## config.mk

```make
export PLATFORM = sky130hd
export DESIGN_NAME = rftr_regs
export DESIGN_NICKNAME = d
export VERILOG_FILES = /design/src/rtl/rftr_pkg.sv /design/src/rtl/rftr_field_reg.sv /design/src/rtl/rftr_regs.sv
export VERILOG_INCLUDE_DIRS = /design/src /design/src/rtl
export SDC_FILE = /design/constraint.sdc
export NUM_CORES = 1
export LEC_CHECK = 0
export BUFFER_PORTS_ARGS = -buffer_cell sky130_fd_sc_hd__buf_4
export CAP_MARGIN = 20
export CELL_PAD_IN_SITES_DETAIL_PLACEMENT = 0
export CELL_PAD_IN_SITES_GLOBAL_PLACEMENT = 1
export CORE_MARGIN = 2
export CORE_UTILIZATION = 39
export CTS_CLUSTER_DIAMETER = 150
export DETAILED_ROUTE_END_ITERATION = 10
export GPL_ROUTABILITY_DRIVEN = 0
export PLACE_DENSITY_LB_ADDON = 0.1
export REMOVE_ABC_BUFFERS = 1
export SLEW_MARGIN = 10
export SYNTH_ARGS = -nofsm -noshare
export SYNTH_HDL_FRONTEND = slang
export SYNTH_HIERARCHICAL = 1
export SYNTH_SLANG_ARGS = --single-unit
export TNS_END_PERCENT = 10
```

## constraint.sdc

```tcl
create_clock -name ref_clk -period 8.4 [get_ports ref_clk]
set_clock_uncertainty 0.2 [all_clocks]
set_input_delay 1.26 -clock ref_clk [delete_from_list [all_inputs] [get_ports ref_clk]]
set_output_delay 1.26 -clock ref_clk [all_outputs]
set_load 0.03 [all_outputs]
```

## src/rtl/rftr_defs.svh

```systemverilog
`ifndef RFTR_DEFS_SVH
`define RFTR_DEFS_SVH

`define RFTR_OFS_COARSE 12'h120
`define RFTR_OFS_SHAPE 12'h128
`define RFTR_OFS_TEST 12'h1fc
`define RFTR_OFS_PHASE 12'h208

`define RFTR_WMASK_COARSE 32'h0000007f
`define RFTR_WMASK_SHAPE 32'h1f020fff
`define RFTR_WMASK_TEST 32'h07ffffdf
`define RFTR_WMASK_PHASE 32'h0f373773

`define RFTR_NVMASK_COARSE 32'h00000078
`define RFTR_NVMASK_SHAPE 32'h00000000
`define RFTR_NVMASK_TEST 32'h00000000
`define RFTR_NVMASK_PHASE 32'h00373770

`define RFTR_RST_COARSE 32'h00000000
`define RFTR_RST_SHAPE 32'h00000000
`define RFTR_RST_TEST 32'h0050000a
`define RFTR_RST_PHASE 32'h00000000

`define RFTR_RESID_MSB 28
`define RFTR_RESID_LSB 24
`define RFTR_BYPASS_BIT 17
`define RFTR_SLEW_MSB 11
`define RFTR_SLEW_LSB 8
`define RFTR_FALL_MSB 7
`define RFTR_FALL_LSB 4
`define RFTR_RISE_MSB 3
`define RFTR_RISE_LSB 0
`define RFTR_ILOAD_MSB 22
`define RFTR_ILOAD_LSB 19
`define RFTR_CREF_BIT 0
`define RFTR_SIGN_BIT 27
`define RFTR_FINE_MSB 26
`define RFTR_FINE_LSB 24
`define RFTR_COARSE_MSB 2
`define RFTR_COARSE_LSB 0

`define RFTR_FINE_DEG 10'sd5
`define RFTR_COARSE_DEG 10'sd45

`endif

```

## src/rtl/rftr_pkg.sv

```systemverilog
package rftr_pkg;
  typedef logic [31:0] rftr_word_t;
  typedef enum logic [2:0] {
    RFTR_SEL_NONE = 3'b000,
    RFTR_SEL_SHAPE = 3'b001,
    RFTR_SEL_TEST = 3'b010,
    RFTR_SEL_PHASE = 3'b011,
    RFTR_SEL_COARSE = 3'b100
  } rftr_reg_sel_t;
endpackage

```

## src/rtl/rftr_field_reg.sv

```systemverilog
`timescale 1ns/1ps
module rftr_field_reg #(
  parameter logic [31:0] RST_VAL = 32'h0000_0000,
  parameter logic [31:0] WMASK = 32'hffff_ffff,
  parameter logic [31:0] NVMASK = 32'h0000_0000
) (
  input wire logic ref_clk,
  input wire logic rst_b,
  input wire logic wrEn,
  input wire rftr_pkg::rftr_word_t wrData,
  input wire logic ldEn,
  input wire rftr_pkg::rftr_word_t ldData,
  output rftr_pkg::rftr_word_t q
);
  import rftr_pkg::*;

  rftr_word_t q_r;
  rftr_word_t q_nxt;
  wire rftr_word_t ldMerged = (q_r & ~NVMASK) | (ldData & NVMASK);

  // Software write wins over a default load in the same cycle
  assign q_nxt = wrEn ? (wrData & WMASK) : (ldEn ? ldMerged : q_r);
  assign q = q_r;

  always_ff @(posedge ref_clk or negedge rst_b) begin
    if (!rst_b) begin
      q_r <= RST_VAL & WMASK;
    end else begin
      q_r <= q_nxt;
    end
  end
endmodule

```

## src/rtl/rftr_regs.sv

```systemverilog
// The APB slave port was left to the implementer.
`timescale 1ns/1ps
`include "rftr_defs.svh"

// Notes on behaviour
// - Shape register holds 5-bit residual carrier level for overshoot prevention.
// - One read-write bit bypasses switched-capacitor shaping; resets to zero.
// - Four-bit read-write shunt regulator slew setting, reset zero.
// - Four-bit read-write falling edge time constant, reset zero.
// - Four-bit read-write rising edge time constant, reset zero.
// - Edge time constants act only while shaping bypass is set.
// - Test register holds four-bit load-current setting, reset ten.
// - Test bit zero set references carrier to transmitter supply; reset zero.
// - Sign bit picks fine offset direction: zero positive, one negative.
// - Three-bit fine phase adds five degrees per code; zero disables.
// - Internal fields are software written or loaded from stored defaults.
// - Coarse phase is a three-bit code in 45-degree steps.
module rftr_regs #(
  parameter int ADDR_WIDTH = 12
) (
  input wire logic ref_clk,
  input wire logic rst_b,
  input wire logic psel,
  input wire logic penable,
  input wire logic pwrite,
  input wire logic [ADDR_WIDTH-1:0] paddr,
  input wire rftr_pkg::rftr_word_t pwdata,
  output rftr_pkg::rftr_word_t prdata,
  output logic pready,
  output logic pslverr,
  input wire logic nvmLoad,
  input wire rftr_pkg::rftr_word_t nvmCoarseWord,
  input wire rftr_pkg::rftr_word_t nvmPhaseWord,
  output logic [4:0] residual_carrier_level,
  output logic shaping_bypass,
  output logic [3:0] shunt_slew_setting,
  output logic [3:0] fall_edge_time_const,
  output logic [3:0] rise_edge_time_const,
  output logic [3:0] load_current_setting,
  output logic carrier_ref_select,
  output logic fine_phase_sign,
  output logic [2:0] fine_phase_step,
  output logic [2:0] coarse_phase_step,
  output logic [9:0] phaseOffsetDeg
);
  import rftr_pkg::*;

  // The decode slices the low twelve address bits
  if (ADDR_WIDTH < 12 || ADDR_WIDTH > 32) begin : gWidthCheck
    $error("rftr_regs: ADDR_WIDTH must be 12 to 32");
  end

  function automatic rftr_reg_sel_t decodeSel(input logic [ADDR_WIDTH-1:0] addr);
    logic [ADDR_WIDTH-1:0] hiZero;
    hiZero = addr >> 12;
    decodeSel = RFTR_SEL_NONE;
    if (hiZero == '0) begin
      case (addr[11:0])
        `RFTR_OFS_SHAPE: decodeSel = RFTR_SEL_SHAPE;
        `RFTR_OFS_TEST: decodeSel = RFTR_SEL_TEST;
        `RFTR_OFS_PHASE: decodeSel = RFTR_SEL_PHASE;
        `RFTR_OFS_COARSE: decodeSel = RFTR_SEL_COARSE;
        default: decodeSel = RFTR_SEL_NONE;
      endcase
    end
  endfunction

  // Bus phase decode
  wire logic setupPhase = psel & ~penable;
  wire logic accessDone = psel & penable & pready;
  wire logic writeDone = accessDone & pwrite;
  wire rftr_reg_sel_t curSel = decodeSel(paddr);
  wire logic mapped = (curSel != RFTR_SEL_NONE);

  wire logic wrShape = writeDone & (curSel == RFTR_SEL_SHAPE);
  wire logic wrTest = writeDone & (curSel == RFTR_SEL_TEST);
  wire logic wrPhase = writeDone & (curSel == RFTR_SEL_PHASE);
  wire logic wrCoarse = writeDone & (curSel == RFTR_SEL_COARSE);

  rftr_word_t shapeQ;
  rftr_word_t testQ;
  rftr_word_t phaseQ;
  rftr_word_t coarseQ;

  // Reserved read-only bits are cleared by the write masks
  rftr_field_reg #(
    .RST_VAL(`RFTR_RST_SHAPE),
    .WMASK(`RFTR_WMASK_SHAPE),
    .NVMASK(`RFTR_NVMASK_SHAPE)
  ) uShape (
    .ref_clk(ref_clk),
    .rst_b(rst_b),
    .wrEn(wrShape),
    .wrData(pwdata),
    .ldEn(1'b0),
    .ldData(32'h0000_0000),
    .q(shapeQ)
  );

  rftr_field_reg #(
    .RST_VAL(`RFTR_RST_TEST),
    .WMASK(`RFTR_WMASK_TEST),
    .NVMASK(`RFTR_NVMASK_TEST)
  ) uTest (
    .ref_clk(ref_clk),
    .rst_b(rst_b),
    .wrEn(wrTest),
    .wrData(pwdata),
    .ldEn(1'b0),
    .ldData(32'h0000_0000),
    .q(testQ)
  );

  rftr_field_reg #(
    .RST_VAL(`RFTR_RST_PHASE),
    .WMASK(`RFTR_WMASK_PHASE),
    .NVMASK(`RFTR_NVMASK_PHASE)
  ) uPhase (
    .ref_clk(ref_clk),
    .rst_b(rst_b),
    .wrEn(wrPhase),
    .wrData(pwdata),
    .ldEn(nvmLoad),
    .ldData(nvmPhaseWord),
    .q(phaseQ)
  );

  rftr_field_reg #(
    .RST_VAL(`RFTR_RST_COARSE),
    .WMASK(`RFTR_WMASK_COARSE),
    .NVMASK(`RFTR_NVMASK_COARSE)
  ) uCoarse (
    .ref_clk(ref_clk),
    .rst_b(rst_b),
    .wrEn(wrCoarse),
    .wrData(pwdata),
    .ldEn(nvmLoad),
    .ldData(nvmCoarseWord),
    .q(coarseQ)
  );

  wire rftr_word_t readMux =
    (curSel == RFTR_SEL_SHAPE) ? shapeQ :
    (curSel == RFTR_SEL_TEST) ? testQ :
    (curSel == RFTR_SEL_PHASE) ? phaseQ :
    (curSel == RFTR_SEL_COARSE) ? coarseQ : 32'h0000_0000;

  // Field slices straight off the register flops
  assign residual_carrier_level = shapeQ[`RFTR_RESID_MSB:`RFTR_RESID_LSB];
  assign shaping_bypass = shapeQ[`RFTR_BYPASS_BIT];
  assign shunt_slew_setting = shapeQ[`RFTR_SLEW_MSB:`RFTR_SLEW_LSB];
  assign load_current_setting = testQ[`RFTR_ILOAD_MSB:`RFTR_ILOAD_LSB];
  assign carrier_ref_select = testQ[`RFTR_CREF_BIT];
  assign fine_phase_sign = phaseQ[`RFTR_SIGN_BIT];
  assign fine_phase_step = phaseQ[`RFTR_FINE_MSB:`RFTR_FINE_LSB];
  assign coarse_phase_step = coarseQ[`RFTR_COARSE_MSB:`RFTR_COARSE_LSB];

  // Time constants reach the analog side only under bypass; one cycle late
  wire logic [3:0] fallNxt = shaping_bypass ? shapeQ[`RFTR_FALL_MSB:`RFTR_FALL_LSB] : 4'h0;
  wire logic [3:0] riseNxt = shaping_bypass ? shapeQ[`RFTR_RISE_MSB:`RFTR_RISE_LSB] : 4'h0;

  // Combined phase: coarse steps plus signed fine steps, degrees
  wire logic signed [9:0] coarseDeg = $signed({7'h00, coarse_phase_step}) * `RFTR_COARSE_DEG;
  wire logic signed [9:0] fineDeg = $signed({7'h00, fine_phase_step}) * `RFTR_FINE_DEG;
  wire logic signed [9:0] phaseNxt = fine_phase_sign ? (coarseDeg - fineDeg)
                                                     : (coarseDeg + fineDeg);

  logic [3:0] fall_r;
  logic [3:0] rise_r;
  logic [9:0] phase_r;
  rftr_word_t prdata_r;
  logic pready_r;
  logic pslverr_r;

  always_ff @(posedge ref_clk or negedge rst_b) begin
    if (!rst_b) begin
      fall_r <= 4'h0;
      rise_r <= 4'h0;
      phase_r <= 10'h000;
    end else begin
      fall_r <= fallNxt;
      rise_r <= riseNxt;
      phase_r <= phaseNxt;
    end
  end

  // Answer in the first access cycle; reads are captured at setup
  always_ff @(posedge ref_clk or negedge rst_b) begin
    if (!rst_b) begin
      prdata_r <= 32'h0000_0000;
      pready_r <= 1'b0;
      pslverr_r <= 1'b0;
    end else begin
      pready_r <= setupPhase;
      pslverr_r <= setupPhase & ~mapped;
      if (setupPhase) begin
        prdata_r <= pwrite ? 32'h0000_0000 : readMux;
      end
    end
  end

  assign fall_edge_time_const = fall_r;
  assign rise_edge_time_const = rise_r;
  assign phaseOffsetDeg = phase_r;
  assign prdata = prdata_r;
  assign pready = pready_r;
  assign pslverr = pslverr_r;
endmodule

```

After elaboration in Yosys (flattened, before gate mapping)
Index checks and enable logic that the tools add are counted.
- bits in registers: 160
- input bits: 114
- output and inout bits: 74
- word-level logic and storage cells: 51
- add/subtract/negate cells: 2
- multiply operators: 2
- eq/ne operators: 8
- mux-type cells: 13
- bitwise operators: 13
- reduce and logical (&&, ||, !) cells: 3
- operator list (kind ; count):
    32-bit two-way mux ; 9
    12-bit by 9-bit == test with 1-bit output (second input constant) ; 3
    32-bit by 22-bit bitwise OR with 32-bit output ; 1
    32-bit by 7-bit bitwise OR with 32-bit output ; 1
    12-bit by 10-bit == test with 1-bit output (second input constant) ; 1
    3-bit one-hot mux with 4 select lines ; 1
    9-bit by 6-bit adder with 10-bit output ; 1
    10-bit two-way mux ; 1
    9-bit by 6-bit subtractor with 10-bit output ; 1
    1-bit AND ; 9
    3-bit by 6-bit multiplier with 9-bit output (second input constant) ; 1
    4-bit two-way mux ; 2
    3-bit by 2-bit == test with 1-bit output (second input constant) ; 2
    3-bit by 3-bit multiplier with 6-bit output (second input constant) ; 1
    2-bit nonzero test ; 2
    3-bit by 1-bit == test with 1-bit output (second input constant) ; 1
    3-bit == test (second input constant) ; 1
    3-bit nonzero test ; 1
    1-bit NOT ; 2

Logic depth before layout (Yosys ltp)
- word-level depth: 8
- gate-level depth with buffers: 13

Hierarchy
Netlist, hierarchy kept.
- by module, submodules not included (module ; times used ; cells an instance ; area an instance (um2) ; sequential area each (um2)):
    rftr_regs ; 1 ; 410 ; 3549.7 ; 1301.2
    rftr_field_reg at uTest ; 1 ; 62 ; 1123.6 ; 655.6
    rftr_field_reg at uPhase ; 1 ; 83 ; 955.9 ; 475.5
    rftr_field_reg at uShape ; 1 ; 53 ; 830.8 ; 450.4
    rftr_field_reg at uCoarse ; 1 ; 50 ; 501.7 ; 175.2

Least setup slack after synthesis
Ideal clock, no wire load.
- path kind: input port to flip-flop
- start point: input paddr[11]
- end point: register uPhase.q_r[1] (netlist: uPhase/q[1])
- arrival time: 3.053 ns
- data required time: 8.075 ns
- setup slack: 5.022 ns
- cell stages on the path: 6
- buffers on the path: 2
- cell sequence: or2_4 -> nor4_4 -> buf_6 -> nor3b_1 -> buf_6 -> mux2_4
- longest elaborated chain between the ends: 5
- RTL lines (item ; RTL line ; text):
    start: declaration ; rftr_regs.sv:26 ; input wire logic [ADDR_WIDTH-1:0] paddr,
    12-bit by 9-bit == test with 1-bit output or 12-bit by 10-bit == test with 1-bit output (tied branches) ; rftr_regs.sv:58 ; case (addr[11:0])
    3-bit one-hot mux with 4 select lines (*) ; rftr_regs.sv:58 ;
    3-bit by 2-bit == test with 1-bit output (*) ; rftr_regs.sv:77 ; wire logic wrPhase = writeDone & (curSel == RFTR_SEL_PHASE);
    1-bit AND (*) ; rftr_regs.sv:77 ;
    via wrPhase ; rftr_regs.sv:77 ;
    32-bit two-way mux or 2-bit nonzero test (tied branches) ; -- ;
    end signal: assignment ; rftr_field_reg.sv:27 ; q_r <= RST_VAL & WMASK;
    end signal: assignment ; rftr_field_reg.sv:29 ; q_r <= q_nxt;
    end: declaration ; rftr_field_reg.sv:17 ; rftr_word_t q_r;
Mark *: on every way through the listed nets, which the timed path passes. The rest lies on a longest branch.
A chain may end at the register's enable or synchronous reset.

Worst setup path in the final report
- start point: input paddr[7]
- end point: register uShape.q_r[2] (netlist: uShape/q[2])
- longest elaborated chain between the ends: 4
- RTL lines (item ; RTL line ; text):
    12-bit by 9-bit == test with 1-bit output or 12-bit by 10-bit == test with 1-bit output (tied branches) ; rftr_regs.sv:58 ;
    3-bit one-hot mux with 4 select lines (*) ; rftr_regs.sv:58 ;
    3-bit by 1-bit == test with 1-bit output (*) ; rftr_regs.sv:75 ; wire logic wrShape = writeDone & (curSel == RFTR_SEL_SHAPE);
    1-bit AND (*) ; rftr_regs.sv:75 ;
    via wrShape ; rftr_regs.sv:75 ;
    end signal: assignment ; rftr_field_reg.sv:27 ;
    end signal: assignment ; rftr_field_reg.sv:29 ;
    end: declaration ; rftr_field_reg.sv:17 ;
Marked as above.

==> impl_metrics.ini <==
[outcome]
status = finished clean

[drt]
vias = 5173
first_pass_iters = 4
wirelength_mm = 18.4
avgViaCountPerCell = 5.10
drc = 0
ant_nets = 0
drtIter0Drc = 256
wire_per_inst_um = 18.2

[global_routing]
grt_pass1_vias = 5236
grt_overflow = 0
grt_pass1_wl_mm = 28.4
antenna_found_initial = 0
grt_max_degree = 75
grt.total_usage_pct = 20.0

[floorplan]
die_w_um = 138
initial_utilization_pct = 40.1
core_region_area_sq_um = 17400
die_h_um = 138
fp.dieArea_sq_um = 18900
ios = 188
num_rows = 48

[setup_path]
required_ns = 8.49
crit_top_cell = buf_4
r2r-start = uCoarse/q[1]
r2r-end = phaseOffsetDeg[9]
crit_arrival_ns = 4.56
worst_setup_path_end_kind = flip-flop
slowest_stage = nand3_2
worstPathCellList = buf_4 > nor4_1 > and2_2 > nand3_2 > nor2_2 > buf_4 > mux2_2
path_buf_inv = 2
path_class = in -> reg
start_kind = input pin
cp_top_family = simple AND/OR/NAND/NOR gates
worst-path-max-fanout = 33
critPathMaxStageDelay_ns = 0.81
regToRegSetupSlack_ns = 5.13
r2r_cells = 12

[timing]
clock.fmax_ghz = 0.224
rsz0062_at_grt = false
drv_slew = 0
setup_slack_ns = 3.94
slew_headroom_pct = 33.3
fin_tns_setup_ns = 0
setup_violations = 0
fin_hold_ws_ns = 0.287
worst-slew-pin-transition_ns = 0.997
hold_viol = 0
post-route-period-util_pct = 53.1
post-route-min-period_ns = 4.46

[finish]
stdcell_area_sq_um = 8490
nNetsFinal = 913
post-route-util_pct = 48.9
multi_input_area_sq_um = 3350
drive_gt1_share_pct = 31.6
finalNonFillerCells = 1014
area_delta_synth_final_pct = 22.0
diodes = 0
fillers = 1607
register_area_sq_um = 3060

[clock_network]
htree_levels = 4
cts_made_buffers = 17
cts-root-buf = clkbuf_16
ctsLongestPathBuffers = 2
cts_tree = built
clock_sinks = 122
clk_latency_ns = 0.40
postCtsResizedCells = 0
clk_pin_slew_ns = 0.06
cts_setup_buffers = 0
hold_buffers = 0

[pwr]
finalPower_mw = 1.48
cellPowerDensity_nw_per_um2 = 174
seqPwrFrac_pct = 40.7
p_int_mw = 1.16
p_leak_nw = 3.93
clockPowerShare_pct = 53.9
p_sw_mw = 0.322
p_sw_share_pct = 21.7
peakVddDrop_v = 0.000137
combPwrFrac_pct = 5.4

[min_path]
min_from = prdata[29]
hold_path_class = reg -> reg
worstHoldPathCells = 2
min_to = prdata[29]

[place]
place_hpwl_mm = 11.4
placed_area_sq_um = 7840
post-place-ws_ns = 3.45
port_buffers = 137
dpl.cell_count = 982

[run]
maxCapViolations = 0

[yosys]
synthCells = 657
synth_area_per_cell_sq_um = 10.6
synth-warning-count = 6
syn-cell-area_sq_um = 6960
[power by group through the flow]
stage | Combinational [mW] | Sequential, mW | Clock [mW]
global route | 0.0887 | 0.603 | 0.842
floorplan | 0.0251 | 0.614 | 0
finish | 0.0795 | 0.603 | 0.799
detailed placement | 0.0807 | 0.613 | 0
CTS | 0.0807 | 0.603 | 0.813
global placement | 0.0791 | 0.613 | 0
[layer usage]
metal  global-route usage [%]  up-vias  part of all wire [%]
met1                     26.3     2568                    44
met3                     4.49       10                   5.2
li1                         -     2458                     -
met4                     5.04        0                  0.77
met2                     33.3      137                    50
met5                        0        -                     0
[state kept, by name, summed over array words and instances, names as in the netlist]
name / count
uShape/q: 18
uPhase/q: 19
rise_edge_time_const: 4
uCoarse/q: 7
uTest/q: 26
pready: 1
prdata: 32
pslverr: 1
phaseOffsetDeg: 10
fall_edge_time_const: 4
[worst register-to-register path, stage by stage (launching register included)]
cell and delay (ns):
dfrtp_1 0.50, ha_1 0.34, ha_1 0.17, inv_1 0.06, fa_1 0.39, inv_1 0.07
a21o_1 0.10, a21oi_1 0.07, xnor2_1 0.15, ha_1 0.37, or4_1 0.51, o311ai_0 0.11
a211oi_1 0.09
[final cells by class]
class / instances / area share [%]
Clock buffer: 22 / 5.70
Sequential cell: 122 / 36.0
Tap cell: 225 / 3.32
Timing Repair Buffer: 146 / 12.9
Inverter: 15 / 0.663
Multi-Input combinational cell: 474 / 39.5
Clock inverter: 10 / 1.93
[placed cells by master, fill, tap and decap left out, types with 9 or more instances in the layout]
cell type / n
o22a_1: 32
buf_4: 146
o21ai_0: 43
mux2i_1: 18
clkbuf_16: 17
and2_1: 9
a21oi_1: 40
mux2_4: 36
dfrtp_1: 118
mux2_2: 15
conb_1: 58
a22oi_1: 32
nor2_1: 14
nand2_1: 55
o21ai_1: 42
xnor2_1: 11
ha_1: 21
inv_1: 15
[worst max-delay path by stage]
stage,cells past startpoint,startpoint,slack (ns),endpoint
detailed placement,7,paddr[7],3.45,uShape/q[2]
global placement,7,paddr[7],3.43,uShape/q[3]
CTS,7,paddr[7],3.87,uShape/q[2]
finish,7,paddr[7],3.94,uShape/q[2]
global route,7,paddr[7],3.68,uShape/q[2]
floorplan,5,paddr[2],2.73,uTest/q[0]
No activity file was read; power rests on OpenSTA's default activity.
